--- src/tcc_cfg.svh ---
`ifndef TCC_CFG_SVH
`define TCC_CFG_SVH

// register byte offsets on the bus
`define TCC_OFS_CTRL_A  8'h00
`define TCC_OFS_CTRL_B  8'h04
`define TCC_OFS_CNT_LO  8'h08
`define TCC_OFS_CNT_HI  8'h0c
`define TCC_OFS_CAP_LO  8'h10
`define TCC_OFS_CAP_HI  8'h14
`define TCC_OFS_FLAGS   8'h18
`define TCC_OFS_IRQ_EN  8'h1c
`define TCC_OFS_CMP_CS  8'h20

// field positions
`define TCC_A_WGM_LSB   0
`define TCC_B_CS_LSB    0
`define TCC_B_WGM_LSB   3
`define TCC_B_CES_BIT   6
`define TCC_B_NC_BIT    7
`define TCC_FLAG_OVF    0
`define TCC_FLAG_CAP    1
`define TCC_CMP_CAPSEL  2

// reset values
`define TCC_CTRL_RST    8'h00
`define TCC_CNT_RST     16'h0000
`define TCC_BYTE_RST    8'h00

// clock select codes
`define TCC_CS_STOP     3'h0
`define TCC_CS_DIV1     3'h1
`define TCC_CS_DIV8     3'h2
`define TCC_CS_DIV64    3'h3
`define TCC_CS_DIV256   3'h4
`define TCC_CS_DIV1024  3'h5
`define TCC_CS_EXT_FALL 3'h6
`define TCC_CS_EXT_RISE 3'h7

// prescaler tap masks
`define TCC_PRE_M8      10'h007
`define TCC_PRE_M64     10'h03f
`define TCC_PRE_M256    10'h0ff
`define TCC_PRE_M1024   10'h3ff

// count limits
`define TCC_MAX         16'hffff
`define TCC_BOTTOM      16'h0000
`define TCC_TOP8        16'h00ff
`define TCC_TOP9        16'h01ff
`define TCC_TOP10       16'h03ff

// waveform modes
`define TCC_WGM_NORMAL  4'h0
`define TCC_WGM_PC8     4'h1
`define TCC_WGM_PC9     4'h2
`define TCC_WGM_PC10    4'h3
`define TCC_WGM_CTC_OCR 4'h4
`define TCC_WGM_FAST8   4'h5
`define TCC_WGM_FAST9   4'h6
`define TCC_WGM_FAST10  4'h7
`define TCC_WGM_PFC_ICR 4'h8
`define TCC_WGM_PFC_OCR 4'h9
`define TCC_WGM_PC_ICR  4'ha
`define TCC_WGM_PC_OCR  4'hb
`define TCC_WGM_CTC_ICR 4'hc
`define TCC_WGM_FST_ICR 4'he
`define TCC_WGM_FST_OCR 4'hf

`define TCC_NC_SAMPLES  4
`define TCC_SYNC_STAGES 2

`endif

--- src/tcc_pkg.sv ---
`default_nettype none
package tcc_pkg;

  typedef enum logic {
    SLOPE_UP,
    SLOPE_DOWN
  } tcc_slope_type;

  typedef struct packed {
    logic [7:0] addr;
    logic       write;
  } tcc_req_type;

  typedef struct packed {
    logic [15:0] top;
    logic        dual;
    logic        fast;
    logic        icr_top;
  } tcc_mode_type;

endpackage
`default_nettype wire

--- src/tcc_capture.sv ---
`timescale 1ns/1ps
`default_nettype none
`include "tcc_cfg.svh"
module tcc_capture import tcc_pkg::*; #(
  parameter int NC_SAMPLES = `TCC_NC_SAMPLES
) (
  input  wire logic clk_i,
  input  wire logic rst_i,
  input  wire logic pin_i,
  input  wire logic cmp_i,
  input  wire logic cmp_sel_i,
  input  wire logic nc_en_i,
  input  wire logic edge_sel_i,
  input  wire logic enable_i,
  output var  logic event_o
);

  logic [1:0]            raw;
  logic [1:0]            sync1_reg;
  logic [1:0]            sync2_reg;
  logic                  sel_level;
  logic [NC_SAMPLES-2:0] hist_reg;
  logic [NC_SAMPLES-1:0] window;
  logic                  filt_reg;
  logic                  level;
  logic                  prev_reg;

  assign raw = {cmp_i, pin_i};

  // each trigger input has its own two-stage synchroniser
  for (genvar g = 0; g < `TCC_SYNC_STAGES; g++) begin : g_sync
    always_ff @(posedge clk_i or posedge rst_i) begin
      if (rst_i) begin
        sync1_reg[g] <= 1'b0;
        sync2_reg[g] <= 1'b0;
      end else begin
        sync1_reg[g] <= raw[g];
        sync2_reg[g] <= sync1_reg[g];
      end
    end
  end

  // a source switch can look like an edge; software clears the flag after
  assign sel_level = cmp_sel_i ? sync2_reg[1] : sync2_reg[0];

  // runs on the undivided clock, so prescaler settings never reach it
  always_ff @(posedge clk_i or posedge rst_i) begin
    if (rst_i) begin
      hist_reg <= '0;
    end else begin
      hist_reg <= {hist_reg[NC_SAMPLES-3:0], sel_level};
    end
  end

  // the live sample is the fourth, which keeps the added delay at four
  assign window = {hist_reg, sel_level};

  always_ff @(posedge clk_i or posedge rst_i) begin
    if (rst_i) begin
      filt_reg <= 1'b0;
    end else if (&window) begin
      filt_reg <= 1'b1;
    end else if (~|window) begin
      filt_reg <= 1'b0;
    end
  end

  assign level = nc_en_i ? filt_reg : sel_level;

  always_ff @(posedge clk_i or posedge rst_i) begin
    if (rst_i) begin
      prev_reg <= 1'b0;
    end else begin
      prev_reg <= level;
    end
  end

  // prev keeps tracking while disabled so re-enabling does not fire
  always_ff @(posedge clk_i or posedge rst_i) begin
    if (rst_i) begin
      event_o <= 1'b0;
    end else begin
      event_o <= enable_i & (edge_sel_i ? (level & ~prev_reg)
                                        : (~level & prev_reg));
    end
  end

endmodule
`default_nettype wire

--- src/tcc_timer16.sv ---
// The register offsets and the AHB-Lite slave port were chosen for this implementation.
`timescale 1ns/1ps
`default_nettype none
`include "tcc_cfg.svh"
module tcc_timer16 import tcc_pkg::*; (
  input  wire logic        CLK_I,
  input  wire logic        RST_I,
  input  wire logic        HSEL_I,
  input  wire logic [31:0] HADDR_I,
  input  wire logic [1:0]  HTRANS_I,
  input  wire logic        HWRITE_I,
  input  wire logic [2:0]  HSIZE_I,
  input  wire logic [31:0] HWDATA_I,
  input  wire logic        HREADY_I,
  output var  logic [31:0] HRDATA_O,
  output var  logic        HREADYOUT_O,
  output var  logic        HRESP_O,
  input  wire logic        EXT_COUNT_PIN_I,
  input  wire logic        CAPTURE_PIN_I,
  input  wire logic        COMPARATOR_OUTPUT_I,
  input  wire logic        OVF_ACK_I,
  input  wire logic        CAPT_ACK_I,
  output var  logic        OVF_IRQ_O,
  output var  logic        CAPT_IRQ_O,
  output var  logic        TIMER_TOP_O,
  output var  logic        TIMER_BOTTOM_O
);

  tcc_req_type   req_reg;
  logic          pend_reg;
  logic [7:0]    ctrl_a_reg;
  logic [7:0]    ctrl_b_reg;
  logic          cmp_sel_reg;
  logic [1:0]    irq_en_reg;
  logic          ovf_flag_reg;
  logic          cap_flag_reg;
  logic [7:0]    temp_reg;
  logic [15:0]   count_reg;
  logic [15:0]   count_next;
  logic [15:0]   cap_reg;
  tcc_slope_type dir_reg;
  tcc_slope_type dir_next;
  logic [9:0]    pre_reg;
  logic [1:0]    ext_sync_reg;
  logic          ext_prev_reg;
  logic          tick;
  logic          ovf_set;
  logic          cap_evt;
  tcc_mode_type  md;
  logic [3:0]    wgm;
  logic [2:0]    clk_sel;
  logic [7:0]    wbyte;
  logic          wr;
  logic          rd;
  logic          wr_cnt_lo;
  logic          rd_cnt_lo;
  logic          wr_cap_lo;
  logic          rd_cap_lo;
  logic [31:0]   rd_data;

  assign wgm     = {ctrl_b_reg[`TCC_B_WGM_LSB+:2], ctrl_a_reg[`TCC_A_WGM_LSB+:2]};
  assign clk_sel = ctrl_b_reg[`TCC_B_CS_LSB+:3];
  assign wbyte   = HWDATA_I[7:0];

  // bus slave: one wait state so writes use hwdata and reads
  // see the effect of any write just before them
  always_ff @(posedge CLK_I or posedge RST_I) begin
    if (RST_I) begin
      pend_reg    <= 1'b0;
      req_reg     <= '0;
      HREADYOUT_O <= 1'b1;
      HRESP_O     <= 1'b0;
    end else begin
      HRESP_O <= 1'b0;
      if (pend_reg) begin
        pend_reg    <= 1'b0;
        HREADYOUT_O <= 1'b1;
      end else if (HSEL_I && HTRANS_I[1] && HREADY_I) begin
        pend_reg    <= 1'b1;
        HREADYOUT_O <= 1'b0;
        req_reg     <= '{addr: HADDR_I[7:0], write: HWRITE_I};
      end
    end
  end

  assign wr        = pend_reg & req_reg.write;
  assign rd        = pend_reg & ~req_reg.write;
  assign wr_cnt_lo = wr && req_reg.addr == `TCC_OFS_CNT_LO;
  assign rd_cnt_lo = rd && req_reg.addr == `TCC_OFS_CNT_LO;
  assign wr_cap_lo = wr && req_reg.addr == `TCC_OFS_CAP_LO && md.icr_top;
  assign rd_cap_lo = rd && req_reg.addr == `TCC_OFS_CAP_LO;

  always_ff @(posedge CLK_I or posedge RST_I) begin
    if (RST_I) begin
      ctrl_a_reg  <= `TCC_CTRL_RST;
      ctrl_b_reg  <= `TCC_CTRL_RST;
      cmp_sel_reg <= 1'b0;
      irq_en_reg  <= '0;
    end else if (wr) begin
      case (req_reg.addr)
        `TCC_OFS_CTRL_A: ctrl_a_reg  <= wbyte;
        `TCC_OFS_CTRL_B: ctrl_b_reg  <= wbyte;
        `TCC_OFS_CMP_CS: cmp_sel_reg <= wbyte[`TCC_CMP_CAPSEL];
        `TCC_OFS_IRQ_EN: irq_en_reg  <= wbyte[1:0];
        default: ;
      endcase
    end
  end

  // one holding byte serves every 16-bit register
  always_ff @(posedge CLK_I or posedge RST_I) begin
    if (RST_I) begin
      temp_reg <= `TCC_BYTE_RST;
    end else if (rd_cnt_lo) begin
      temp_reg <= count_reg[15:8];
    end else if (rd_cap_lo) begin
      temp_reg <= cap_reg[15:8];
    end else if (wr && (req_reg.addr == `TCC_OFS_CNT_HI ||
                        req_reg.addr == `TCC_OFS_CAP_HI)) begin
      temp_reg <= wbyte;
    end
  end

  always_comb begin
    rd_data = '0;
    case (req_reg.addr)
      `TCC_OFS_CTRL_A: rd_data[7:0] = ctrl_a_reg;
      `TCC_OFS_CTRL_B: rd_data[7:0] = ctrl_b_reg;
      `TCC_OFS_CNT_LO: rd_data[7:0] = count_reg[7:0];
      `TCC_OFS_CNT_HI: rd_data[7:0] = temp_reg;
      `TCC_OFS_CAP_LO: rd_data[7:0] = cap_reg[7:0];
      `TCC_OFS_CAP_HI: rd_data[7:0] = temp_reg;
      `TCC_OFS_FLAGS: begin
        rd_data[`TCC_FLAG_OVF] = ovf_flag_reg;
        rd_data[`TCC_FLAG_CAP] = cap_flag_reg;
      end
      `TCC_OFS_IRQ_EN: rd_data[1:0] = irq_en_reg;
      `TCC_OFS_CMP_CS: rd_data[`TCC_CMP_CAPSEL] = cmp_sel_reg;
      default: rd_data = '0;
    endcase
  end

  always_ff @(posedge CLK_I or posedge RST_I) begin
    if (RST_I) begin
      HRDATA_O <= '0;
    end else if (rd) begin
      HRDATA_O <= rd_data;
    end
  end

  // compare units are absent, so compare-top modes run to MAX
  always_comb begin
    md = '{top: `TCC_MAX, dual: 1'b0, fast: 1'b0, icr_top: 1'b0};
    case (wgm)
      `TCC_WGM_PC8:     md = '{`TCC_TOP8, 1'b1, 1'b0, 1'b0};
      `TCC_WGM_PC9:     md = '{`TCC_TOP9, 1'b1, 1'b0, 1'b0};
      `TCC_WGM_PC10:    md = '{`TCC_TOP10, 1'b1, 1'b0, 1'b0};
      `TCC_WGM_FAST8:   md = '{`TCC_TOP8, 1'b0, 1'b1, 1'b0};
      `TCC_WGM_FAST9:   md = '{`TCC_TOP9, 1'b0, 1'b1, 1'b0};
      `TCC_WGM_FAST10:  md = '{`TCC_TOP10, 1'b0, 1'b1, 1'b0};
      `TCC_WGM_PFC_ICR,
      `TCC_WGM_PC_ICR:  md = '{cap_reg, 1'b1, 1'b0, 1'b1};
      `TCC_WGM_PFC_OCR,
      `TCC_WGM_PC_OCR:  md = '{`TCC_MAX, 1'b1, 1'b0, 1'b0};
      `TCC_WGM_CTC_ICR: md = '{cap_reg, 1'b0, 1'b0, 1'b1};
      `TCC_WGM_FST_ICR: md = '{cap_reg, 1'b0, 1'b1, 1'b1};
      `TCC_WGM_FST_OCR: md = '{`TCC_MAX, 1'b0, 1'b1, 1'b0};
      default:          md = '{`TCC_MAX, 1'b0, 1'b0, 1'b0};
    endcase
  end

  // free-running prescaler; not reset by mode or select changes
  always_ff @(posedge CLK_I or posedge RST_I) begin
    if (RST_I) begin
      pre_reg <= '0;
    end else begin
      pre_reg <= pre_reg + 10'h001;
    end
  end

  // count pin is asynchronous: two flops before any logic
  always_ff @(posedge CLK_I or posedge RST_I) begin
    if (RST_I) begin
      ext_sync_reg <= '0;
      ext_prev_reg <= 1'b0;
    end else begin
      ext_sync_reg <= {ext_sync_reg[0], EXT_COUNT_PIN_I};
      ext_prev_reg <= ext_sync_reg[1];
    end
  end

  always_comb begin
    case (clk_sel)
      `TCC_CS_DIV1:     tick = 1'b1;
      `TCC_CS_DIV8:     tick = (pre_reg & `TCC_PRE_M8) == `TCC_PRE_M8;
      `TCC_CS_DIV64:    tick = (pre_reg & `TCC_PRE_M64) == `TCC_PRE_M64;
      `TCC_CS_DIV256:   tick = (pre_reg & `TCC_PRE_M256) == `TCC_PRE_M256;
      `TCC_CS_DIV1024:  tick = pre_reg == `TCC_PRE_M1024;
      `TCC_CS_EXT_FALL: tick = ext_prev_reg & ~ext_sync_reg[1];
      `TCC_CS_EXT_RISE: tick = ~ext_prev_reg & ext_sync_reg[1];
      default:          tick = 1'b0;
    endcase
  end

  // dual slope turns at TOP and BOTTOM; single slope clears after TOP
  always_comb begin
    count_next = count_reg;
    dir_next   = dir_reg;
    if (md.dual) begin
      if (dir_reg == SLOPE_UP && count_reg == md.top) begin
        dir_next   = SLOPE_DOWN;
        count_next = count_reg - 16'h0001;
      end else if (dir_reg == SLOPE_DOWN && count_reg == `TCC_BOTTOM) begin
        dir_next   = SLOPE_UP;
        count_next = count_reg + 16'h0001;
      end else if (dir_reg == SLOPE_DOWN) begin
        count_next = count_reg - 16'h0001;
      end else begin
        count_next = count_reg + 16'h0001;
      end
    end else begin
      dir_next = SLOPE_UP;
      if (count_reg == md.top) begin
        count_next = `TCC_BOTTOM;
      end else begin
        count_next = count_reg + 16'h0001;
      end
    end
  end

  always_ff @(posedge CLK_I or posedge RST_I) begin
    if (RST_I) begin
      count_reg <= `TCC_CNT_RST;
      dir_reg   <= SLOPE_UP;
    end else if (wr_cnt_lo) begin
      count_reg <= {temp_reg, wbyte};
    end else if (tick) begin
      count_reg <= count_next;
      dir_reg   <= dir_next;
    end
  end

  // a cpu write in the same cycle suppresses the overflow as well
  always_comb begin
    if (!tick || wr_cnt_lo) begin
      ovf_set = 1'b0;
    end else if (md.dual) begin
      ovf_set = dir_reg == SLOPE_DOWN && count_reg == `TCC_BOTTOM;
    end else if (md.fast) begin
      ovf_set = count_reg == md.top;
    end else begin
      ovf_set = count_reg == `TCC_MAX;
    end
  end

  always_ff @(posedge CLK_I or posedge RST_I) begin
    if (RST_I) begin
      TIMER_TOP_O    <= 1'b0;
      TIMER_BOTTOM_O <= 1'b0;
    end else begin
      TIMER_TOP_O    <= count_reg == md.top;
      TIMER_BOTTOM_O <= count_reg == `TCC_BOTTOM;
    end
  end

  // capture pin is the pad level, so port-driven edges are seen too
  tcc_capture u_capture (
    .clk_i      (CLK_I),
    .rst_i      (RST_I),
    .pin_i      (CAPTURE_PIN_I),
    .cmp_i      (COMPARATOR_OUTPUT_I),
    .cmp_sel_i  (cmp_sel_reg),
    .nc_en_i    (ctrl_b_reg[`TCC_B_NC_BIT]),
    .edge_sel_i (ctrl_b_reg[`TCC_B_CES_BIT]),
    .enable_i   (~md.icr_top),
    .event_o    (cap_evt)
  );

  always_ff @(posedge CLK_I or posedge RST_I) begin
    if (RST_I) begin
      cap_reg <= `TCC_CNT_RST;
    end else if (wr_cap_lo) begin
      cap_reg <= {temp_reg, wbyte};
    end else if (cap_evt) begin
      cap_reg <= count_reg;
    end
  end

  // set beats clear so an event in the clearing cycle is kept
  always_ff @(posedge CLK_I or posedge RST_I) begin
    if (RST_I) begin
      ovf_flag_reg <= 1'b0;
      cap_flag_reg <= 1'b0;
    end else begin
      if (ovf_set) begin
        ovf_flag_reg <= 1'b1;
      end else if (OVF_ACK_I || (wr && req_reg.addr == `TCC_OFS_FLAGS &&
                                 wbyte[`TCC_FLAG_OVF])) begin
        ovf_flag_reg <= 1'b0;
      end
      if (cap_evt && !wr_cap_lo) begin
        cap_flag_reg <= 1'b1;
      end else if (CAPT_ACK_I || (wr && req_reg.addr == `TCC_OFS_FLAGS &&
                                  wbyte[`TCC_FLAG_CAP])) begin
        cap_flag_reg <= 1'b0;
      end
    end
  end

  always_ff @(posedge CLK_I or posedge RST_I) begin
    if (RST_I) begin
      OVF_IRQ_O  <= 1'b0;
      CAPT_IRQ_O <= 1'b0;
    end else begin
      OVF_IRQ_O  <= ovf_flag_reg & irq_en_reg[`TCC_FLAG_OVF];
      CAPT_IRQ_O <= cap_flag_reg & irq_en_reg[`TCC_FLAG_CAP];
    end
  end

endmodule
`default_nettype wire

--- config.mk ---
export PLATFORM = sky130hd
export DESIGN_NAME = tcc_timer16
export DESIGN_NICKNAME = d
export VERILOG_FILES = /design/src/tcc_pkg.sv /design/src/tcc_capture.sv /design/src/tcc_timer16.sv
export VERILOG_INCLUDE_DIRS = /design/src
export SDC_FILE = /design/constraint.sdc
export NUM_CORES = 1
export LEC_CHECK = 0
export BUFFER_PORTS_ARGS = -buffer_cell sky130_fd_sc_hd__buf_2
export CELL_PAD_IN_SITES_DETAIL_PLACEMENT = 0
export CELL_PAD_IN_SITES_GLOBAL_PLACEMENT = 1
export CORE_AREA = 2 2 152 95
export CTS_BUF_LIST = sky130_fd_sc_hd__clkbuf_8
export CTS_CLUSTER_SIZE = 12
export DETAILED_ROUTE_END_ITERATION = 7
export DIE_AREA = 0 0 154 97
export PLACE_DENSITY_LB_ADDON = 0.1
export SLEW_MARGIN = 30
export SYNTH_ARGS = -nofsm -noshare
export SYNTH_HDL_FRONTEND = slang
export SYNTH_SLANG_ARGS = --single-unit
--- constraint.sdc ---
create_clock -name CLK_I -period 7.5 [get_ports CLK_I]
set_clock_uncertainty 0.05 [all_clocks]
set_input_delay 1.5 -clock CLK_I [delete_from_list [all_inputs] [get_ports CLK_I]]
set_output_delay 1.5 -clock CLK_I [all_outputs]
set_load 0.05 [all_outputs]
==> summary.md, run 1 <==
| Metric | Value |
|---|---|
| Run status | `finished clean` |
| DP Wirelength | `12800 um` |
| Critical path arrival | `4.23 ns` |
| H-tree levels | `3` |
| WP buf/inv | `0` |
| GRT Total Usage | `23.8%` |
| Cells after synthesis | `669` |
| Simple-Gate Fraction of Synth Area | `20.3%` |
| CTS clk-pin slew, worst paths | `0.12 ns` |
| DRC Markers | `0` |
| IR drop worst, VDD | `0.105 mV` |
| First-pass GRT wire length | `27700 um` |
| Worst Tran Pin Value | `0.894 ns` |
| DRT iter0 DRCs | `718` |
| Post-synthesis compound-gate area fraction | `17.3%` |
| Power per standard cell area | `231 nW/um2` |
| Die Footprint | `14900 um2` |
| Filler Cell Count | `1271` |
| Slew HR | `38.8%` |
| # port buffers | `39` |
| Startpoint Class | `flop` |
| Final hold viol count | `0` |
| Initial Util | `46.3%` |
| Layout net count | `770` |
| Pin count of the biggest net entering global routing | `56` |
| Sequential area share after synthesis | `43.5%` |
| N_diodes | `0` |
| FF+latch count, synth | `108` |
| Top cell family by delay on the critical path | `simple AND/OR/NAND/NOR gates` |
| Critical Path Sink Type | `flop` |
| Synthesized area per cell | `9.28 um2` |
| Area growth from synthesis to layout | `6.63%` |
| WS Path Type | `flop to flop` |
| Number of flops mapped to enable cells by yosys | `0` |
| Post-cts resize count | `0` |
| Die H | `97 um` |
| Placed Cells | `850` |
| Post-synth top area share | `43.1%` |
| Fmax | `249 MHz` |
| Synth Area in XOR/XNOR | `1.97%` |
| Share of cells above drive strength 1 | `14.0%` |
| Vias in the first global route | `4925` |
| Largest family of logic cells by synthesized area | `simple AND/OR/NAND/NOR gates` |
| Crit path max-delay cell type | `o21ai_2` |
| Synth Area in Adders | `1.01%` |
| Unrepaired setup endpoints after global routing | `false` |
| Clk Latency, worst-skew pair | `0.38 ns` |
| Synth area leader | `dfrtp_1` |
| Drt wl/cell | `20.1 um` |
| Hold buffers post-CTS | `0` |
| Crit-path most repeated cell | `nor2_1` |
| Mux share of post-synthesis cell area | `9.07%` |
| Syn Std Cell Area | `6210 um2` |
| Unique masters post-synth | `69` |
| Static Leak | `2.93 nW` |
| WL final | `17400 um` |
| CTS Root Cell | `clkbuf_8` |
| Via density per instance | `6.08` |
| RePlAce Congestion | `0.877` |
| Crit Path Max Fanout | `23` |
| Clk sinks | `108` |
| Warnings from Yosys | `0` |
| Final min period | `4.01 ns` |
| Initial antenna violation count | `0` |
| DRT Pass-1 Iters | `5` |
| Width of the chip | `154 um` |
| Overflow after GRT | `0` |
| Max incr delay on CP | `0.74 ns` |
| Core ar. | `13400 um2` |
| CTS Buf Count | `9` |
| Total Neg Setup Slack | `0 ns` |
| Cell Count, Final, Fillers Out | `866` |
| Count of pins over their slew limit | `0` |
| Critical path, cell by cell | `or3_1, and3_1, or4_4, nor2_1, nand4_1, o21ai_2, nor2_1, a22oi_1, a21bo_1` |
| Worst Path Required | `7.72 ns` |
| Final ANT Viol Nets | `0` |
| Async S/R FF share, synth | `100%` |
| Top_reg_cell synth | `dfrtp_1` |
| PnR Total Power | `1.53 mW` |
| Max-cap violations | `0` |
| Period utilisation layout | `53.5%` |
| Final setup vio count | `0` |
| Ports | `117` |
| Clock Path Buffers | `2` |
| Synth area leaders | `dfrtp_1 43%, nand2_1 5.3%, mux2_2 4.7%` |
| Hold Path Class | `flop to flop` |
| Vias | `5262` |
| Post-CTS Setup Inserts | `0` |
| CTS tree | `built` |
| Rows | `33` |
path summary, 6_finish.rpt:
path	start	endpoint	slack, ns	depth (start not counted)
max in group asynchronous	RST_I	u_capture.event_o	5.06	3
min in group asynchronous	RST_I	req_reg[1]	1.18	2
worst max register to register	ctrl_b_reg[4]	count_reg[8]	3.49	9
worst max-delay path	ctrl_b_reg[4]	count_reg[8]	3.49	9
worst min register to register	u_capture.sync1_reg[1]	u_capture.sync2_reg[1]	0.32	0
worst min-delay path	u_capture.sync1_reg[1]	u_capture.sync2_reg[1]	0.32	0
power breakdown:
| group | internal [mW] | switching [mW] | total [mW] |
|---|---|---|---|
| Combinational | 0.133 | 0.241 | 0.373 |
| Clock | 0.135 | 0.237 | 0.372 |
| Sequential | 0.656 | 0.124 | 0.780 |
| Total | 0.925 | 0.602 | 1.53 |
metrics by stage:
stage                     hold WS [ns]  utilization (%)  instance area (um2)  setup WS (ns)
after detailed placement         0.290             47.8                 6410           3.61
after global routing             0.333             49.3                 6620           3.26
after floorplan                  0.281                -                 6300           3.11
after CTS                        0.320             49.3                 6620           3.58
after global placement           0.283             47.8                 6410           3.61
final                            0.316             49.3                 6620           3.49
cells in the final DEF (no fill, tap or decap), drive strengths merged, types with 7 or more instances in the layout:
| cell | n |
|---|---|
| dfrtp | 107 |
| nand2 | 87 |
| nor2 | 47 |
| o21ai | 45 |
| buf | 45 |
| a21oi | 30 |
| mux2i | 27 |
| mux2 | 26 |
| conb | 25 |
| inv | 19 |
| nand3 | 15 |
| and3 | 15 |
| a22oi | 13 |
| a31oi | 12 |
| and2 | 12 |
| xnor2 | 11 |
| o211ai | 10 |
| nor3 | 10 |
| a222oi | 9 |
| clkbuf | 9 |
| nand2b | 8 |
| or3 | 8 |
| o311ai | 7 |
cell type report:
cell class / count / area, um2 / share of cell area, %
Multi-Input combinational cell: 505 / 3180 / 48.0
Clock buffer: 9 / 124 / 1.87
Timing Repair Buffer: 45 / 240 / 3.63
Inverter: 17 / 66.3 / 1.00
Clock inverter: 7 / 86.3 / 1.30
Tap cell: 175 / 219 / 3.31
Sequential cell: 108 / 2710 / 40.9
Yosys cell counts (3+ instances only):
cell	count
dfrtp_1	107
nand2_1	87
nor3_1	9
o22ai_1	3
nand4_1	5
buf_4	26
nor2b_1	6
nand3b_1	6
mux2_2	26
and2_1	12
a221oi_1	3
nand4b_1	3
xnor2_1	11
o21ai_0	43
nor4_1	5
a311oi_1	5
mux2i_1	27
a21oi_1	30
xor2_1	3
nand3_1	15
inv_1	17
nor3b_1	5
nor2_1	47
ha_1	5
a22o_1	3
a22oi_1	13
o211ai_1	10
and3_1	15
nor4b_1	5
o311ai_1	5
a222oi_1	9
clkbuf_1	31
nand2b_1	8
or3_1	8
and4_1	4
a31oi_1	12
layer usage:
metal,track usage [%],vias to the layer above,share of wire (%),routed length (um)
li1,-,2422,-,-
met1,38.7,2580,51,8840
met2,31.8,243,40,6950
met3,4.79,17,8.5,1480
met4,5.03,0,0.94,164
met5,0,-,0,0
cell families (layout without fill, tap and decap cells):
group	Yosys count	in the layout
AOI/OAI and AO/OA	160	160
xor gates and xnor gates	14	14
and+or+nand+nor	248	248
adders and majority gates	5	5
DFF	108	108
buffers and inverters	80	78
muxes	53	53
other	1	25
worst reg2reg max path, cell delays in order (launching register included):
cell	delay, ns
dfrtp_1	0.65
or3_1	0.65
and3_1	0.24
or4_4	0.55
nor2_1	0.22
nand4_1	0.33
o21ai_2	0.74
nor2_1	0.08
a22oi_1	0.17
a21bo_1	0.23
Note: power is estimated with default switching activity, not from simulation.
==> inputs of run 2 (changes only) <==
--- a/config.mk
+++ b/config.mk
@@ -9,11 +9,11 @@
 export BUFFER_PORTS_ARGS = -buffer_cell sky130_fd_sc_hd__buf_2
 export CELL_PAD_IN_SITES_DETAIL_PLACEMENT = 0
 export CELL_PAD_IN_SITES_GLOBAL_PLACEMENT = 1
-export CORE_AREA = 2 2 152 95
+export CORE_AREA = 2 2 157 98
 export CTS_BUF_LIST = sky130_fd_sc_hd__clkbuf_8
 export CTS_CLUSTER_SIZE = 12
 export DETAILED_ROUTE_END_ITERATION = 7
-export DIE_AREA = 0 0 154 97
+export DIE_AREA = 0 0 159 100
 export PLACE_DENSITY_LB_ADDON = 0.1
 export SLEW_MARGIN = 30
 export SYNTH_ARGS = -nofsm -noshare
==> constraint.sdc (replaced) <==
create_clock -name CLK_I -period 3.74 [get_ports CLK_I]
set_clock_uncertainty 0.05 [all_clocks]
set_input_delay 0.748 -clock CLK_I [delete_from_list [all_inputs] [get_ports CLK_I]]
set_output_delay 0.748 -clock CLK_I [all_outputs]
set_load 0.05 [all_outputs]
==> run 2 against run 1 <==
Against the previous run: the run now ends with design-rule violations left; count of clock-buffer cells in the layout did not move; clock power rose by 120%; critical path depth rose by 1; cell count rose by 5.4%; total power rose by 110%; non-clock buffer count rose by 19; via count rose by 1.3%; largest cell class unchanged; highest routed layer unchanged; global-route usage rose by 0.26 points; combinational power rose by 130%.
==> summary.md, run 2 (synthesis results as in run 1) <==
| Metric | Value |
|---|---|
| Core ar. | `14700 um2` |
| Pin count of the biggest net entering global routing | `59` |
| Vias | `5332` |
| RePlAce Congestion | `0.924` |
| Period utilisation layout | `90.2%` |
| Power per standard cell area | `468 nW/um2` |
| Unrepaired setup endpoints after global routing | `false` |
| Post-CTS Setup Inserts | `0` |
| Failing checks | `design-rule violations` |
| CTS Root Cell | `clkbuf_8` |
| Clock Path Buffers | `2` |
| Drt wl/cell | `20.4 um` |
| WS Path Type | `flop to flop` |
| DRC Markers | `7` |
| Worst Path Required | `3.98 ns` |
| DRT Pass-1 Iters | `8` |
| Final worst slack | `0.367 ns` |
| Static Leak | `3.04 nW` |
| Final min period | `3.37 ns` |
| Clk sinks | `108` |
| Count of pins over their slew limit | `0` |
| Cell Count, Final, Fillers Out | `913` |
| Area growth from synthesis to layout | `10.2%` |
| Total Neg Setup Slack | `0 ns` |
| DP Wirelength | `13600 um` |
| Initial antenna violation count | `0` |
| Rows | `35` |
| GRT Total Usage | `24.0%` |
| WP buf/inv | `1` |
| DRT iter0 DRCs | `569` |
| N_diodes | `0` |
| Crit Path Max Fanout | `16` |
| Max-cap violations | `0` |
| Critical path arrival | `3.62 ns` |
| Die Footprint | `15900 um2` |
| Via density per instance | `5.84` |
| Share of cells above drive strength 1 | `16.2%` |
| Final setup vio count | `0` |
| H-tree levels | `3` |
| Final hold viol count | `0` |
| Final ANT Viol Nets | `0` |
| Post-cts resize count | `0` |
| Width of the chip | `159 um` |
| Initial Util | `42.2%` |
| Top cell family by delay on the critical path | `simple AND/OR/NAND/NOR gates` |
| Ports | `117` |
| Placed Cells | `897` |
| CTS clk-pin slew, worst paths | `0.12 ns` |
| Die H | `100 um` |
| Fmax | `297 MHz` |
| First-pass GRT wire length | `29300 um` |
| # port buffers | `39` |
| Filler Cell Count | `1450` |
| Hold buffers post-CTS | `0` |
| Vias in the first global route | `5138` |
| CTS Buf Count | `9` |
| Layout net count | `789` |
| CTS tree | `built` |
| Hold Path Class | `flop to flop` |
| Critical path, cell by cell | `or3_1, and3_1, or4_4, nor4_4, a31o_4, and2_1, buf_4, mux2i_1, o21ai_0, a21bo_1` |
| Startpoint Class | `flop` |
| Most frequent cells in the layout | `106 x dfrtp_1, 87 x nand2_1, 47 x nor2_1` |
| Worst Tran Pin Value | `0.731 ns` |
| Run status | `finished with violations` |
| PnR Total Power | `3.20 mW` |
| Commonest non-fill, non-tap cell in the layout | `dfrtp_1` |
| Critical Path Sink Type | `flop` |
| WL final | `18600 um` |
| IR drop worst, VDD | `0.222 mV` |
| Max incr delay on CP | `0.55 ns` |
| Overflow after GRT | `0` |
| Crit path max-delay cell type | `or4_4` |
| Min Hold Slack | `0.317 ns` |
| Slew HR | `51.3%` |
| Clk Latency, worst-skew pair | `0.39 ns` |
| Pre-CTS WS | `0.431 ns` |
==> run 2: path summary, 6_finish.rpt <==
kind / start / endpoint / slack (ns) / depth (start not counted)
worst max-delay path: ctrl_a_reg[1] / count_reg[8] / 0.37 / 10
worst min-delay path: ext_sync_reg[0] / ext_sync_reg[1] / 0.32 / 0
worst max register to register: ctrl_a_reg[1] / count_reg[8] / 0.37 / 10
worst min register to register: ext_sync_reg[0] / ext_sync_reg[1] / 0.32 / 0
max in group asynchronous: RST_I / HREADYOUT_O / 2.44 / 3
min in group asynchronous: RST_I / count_reg[0] / 0.42 / 2
==> run 2: cell type report <==
type	instances	area (um2)	share of cell area (%)
multi-input combinational	505	3180	46.5
clock inverter	7	106	1.55
timing repair buffer	64	408	5.96
tap	203	254	3.71
clock buffer	9	124	1.81
inverter	17	66.3	0.969
sequential	108	2710	39.5
==> run 2: per-stage QoR <==
| step | area (um2) | util (%) |
|---|---|---|
| floorplan | 6300 | - |
| global placement | 6610 | 44.9 |
| detailed placement | 6610 | 44.9 |
| CTS | 6840 | 46.5 |
| global route | 6840 | 46.5 |
| finish | 6840 | 46.5 |
==> run 2: layer usage <==
metal / vias to the layer above / share of wire (%) / track usage, %
met5: - / 0 / 0
met4: 0 / 1.2 / 5.59
met3: 19 / 9.4 / 6.24
met2: 241 / 38 / 32.4
met1: 2610 / 51 / 37.8
li1: 2462 / - / -
==> run 2: power breakdown <==
part	internal [mW]	switching, mW
Combinational	0.300	0.562
Sequential	1.32	0.205
Clock	0.336	0.482
Total	1.95	1.25
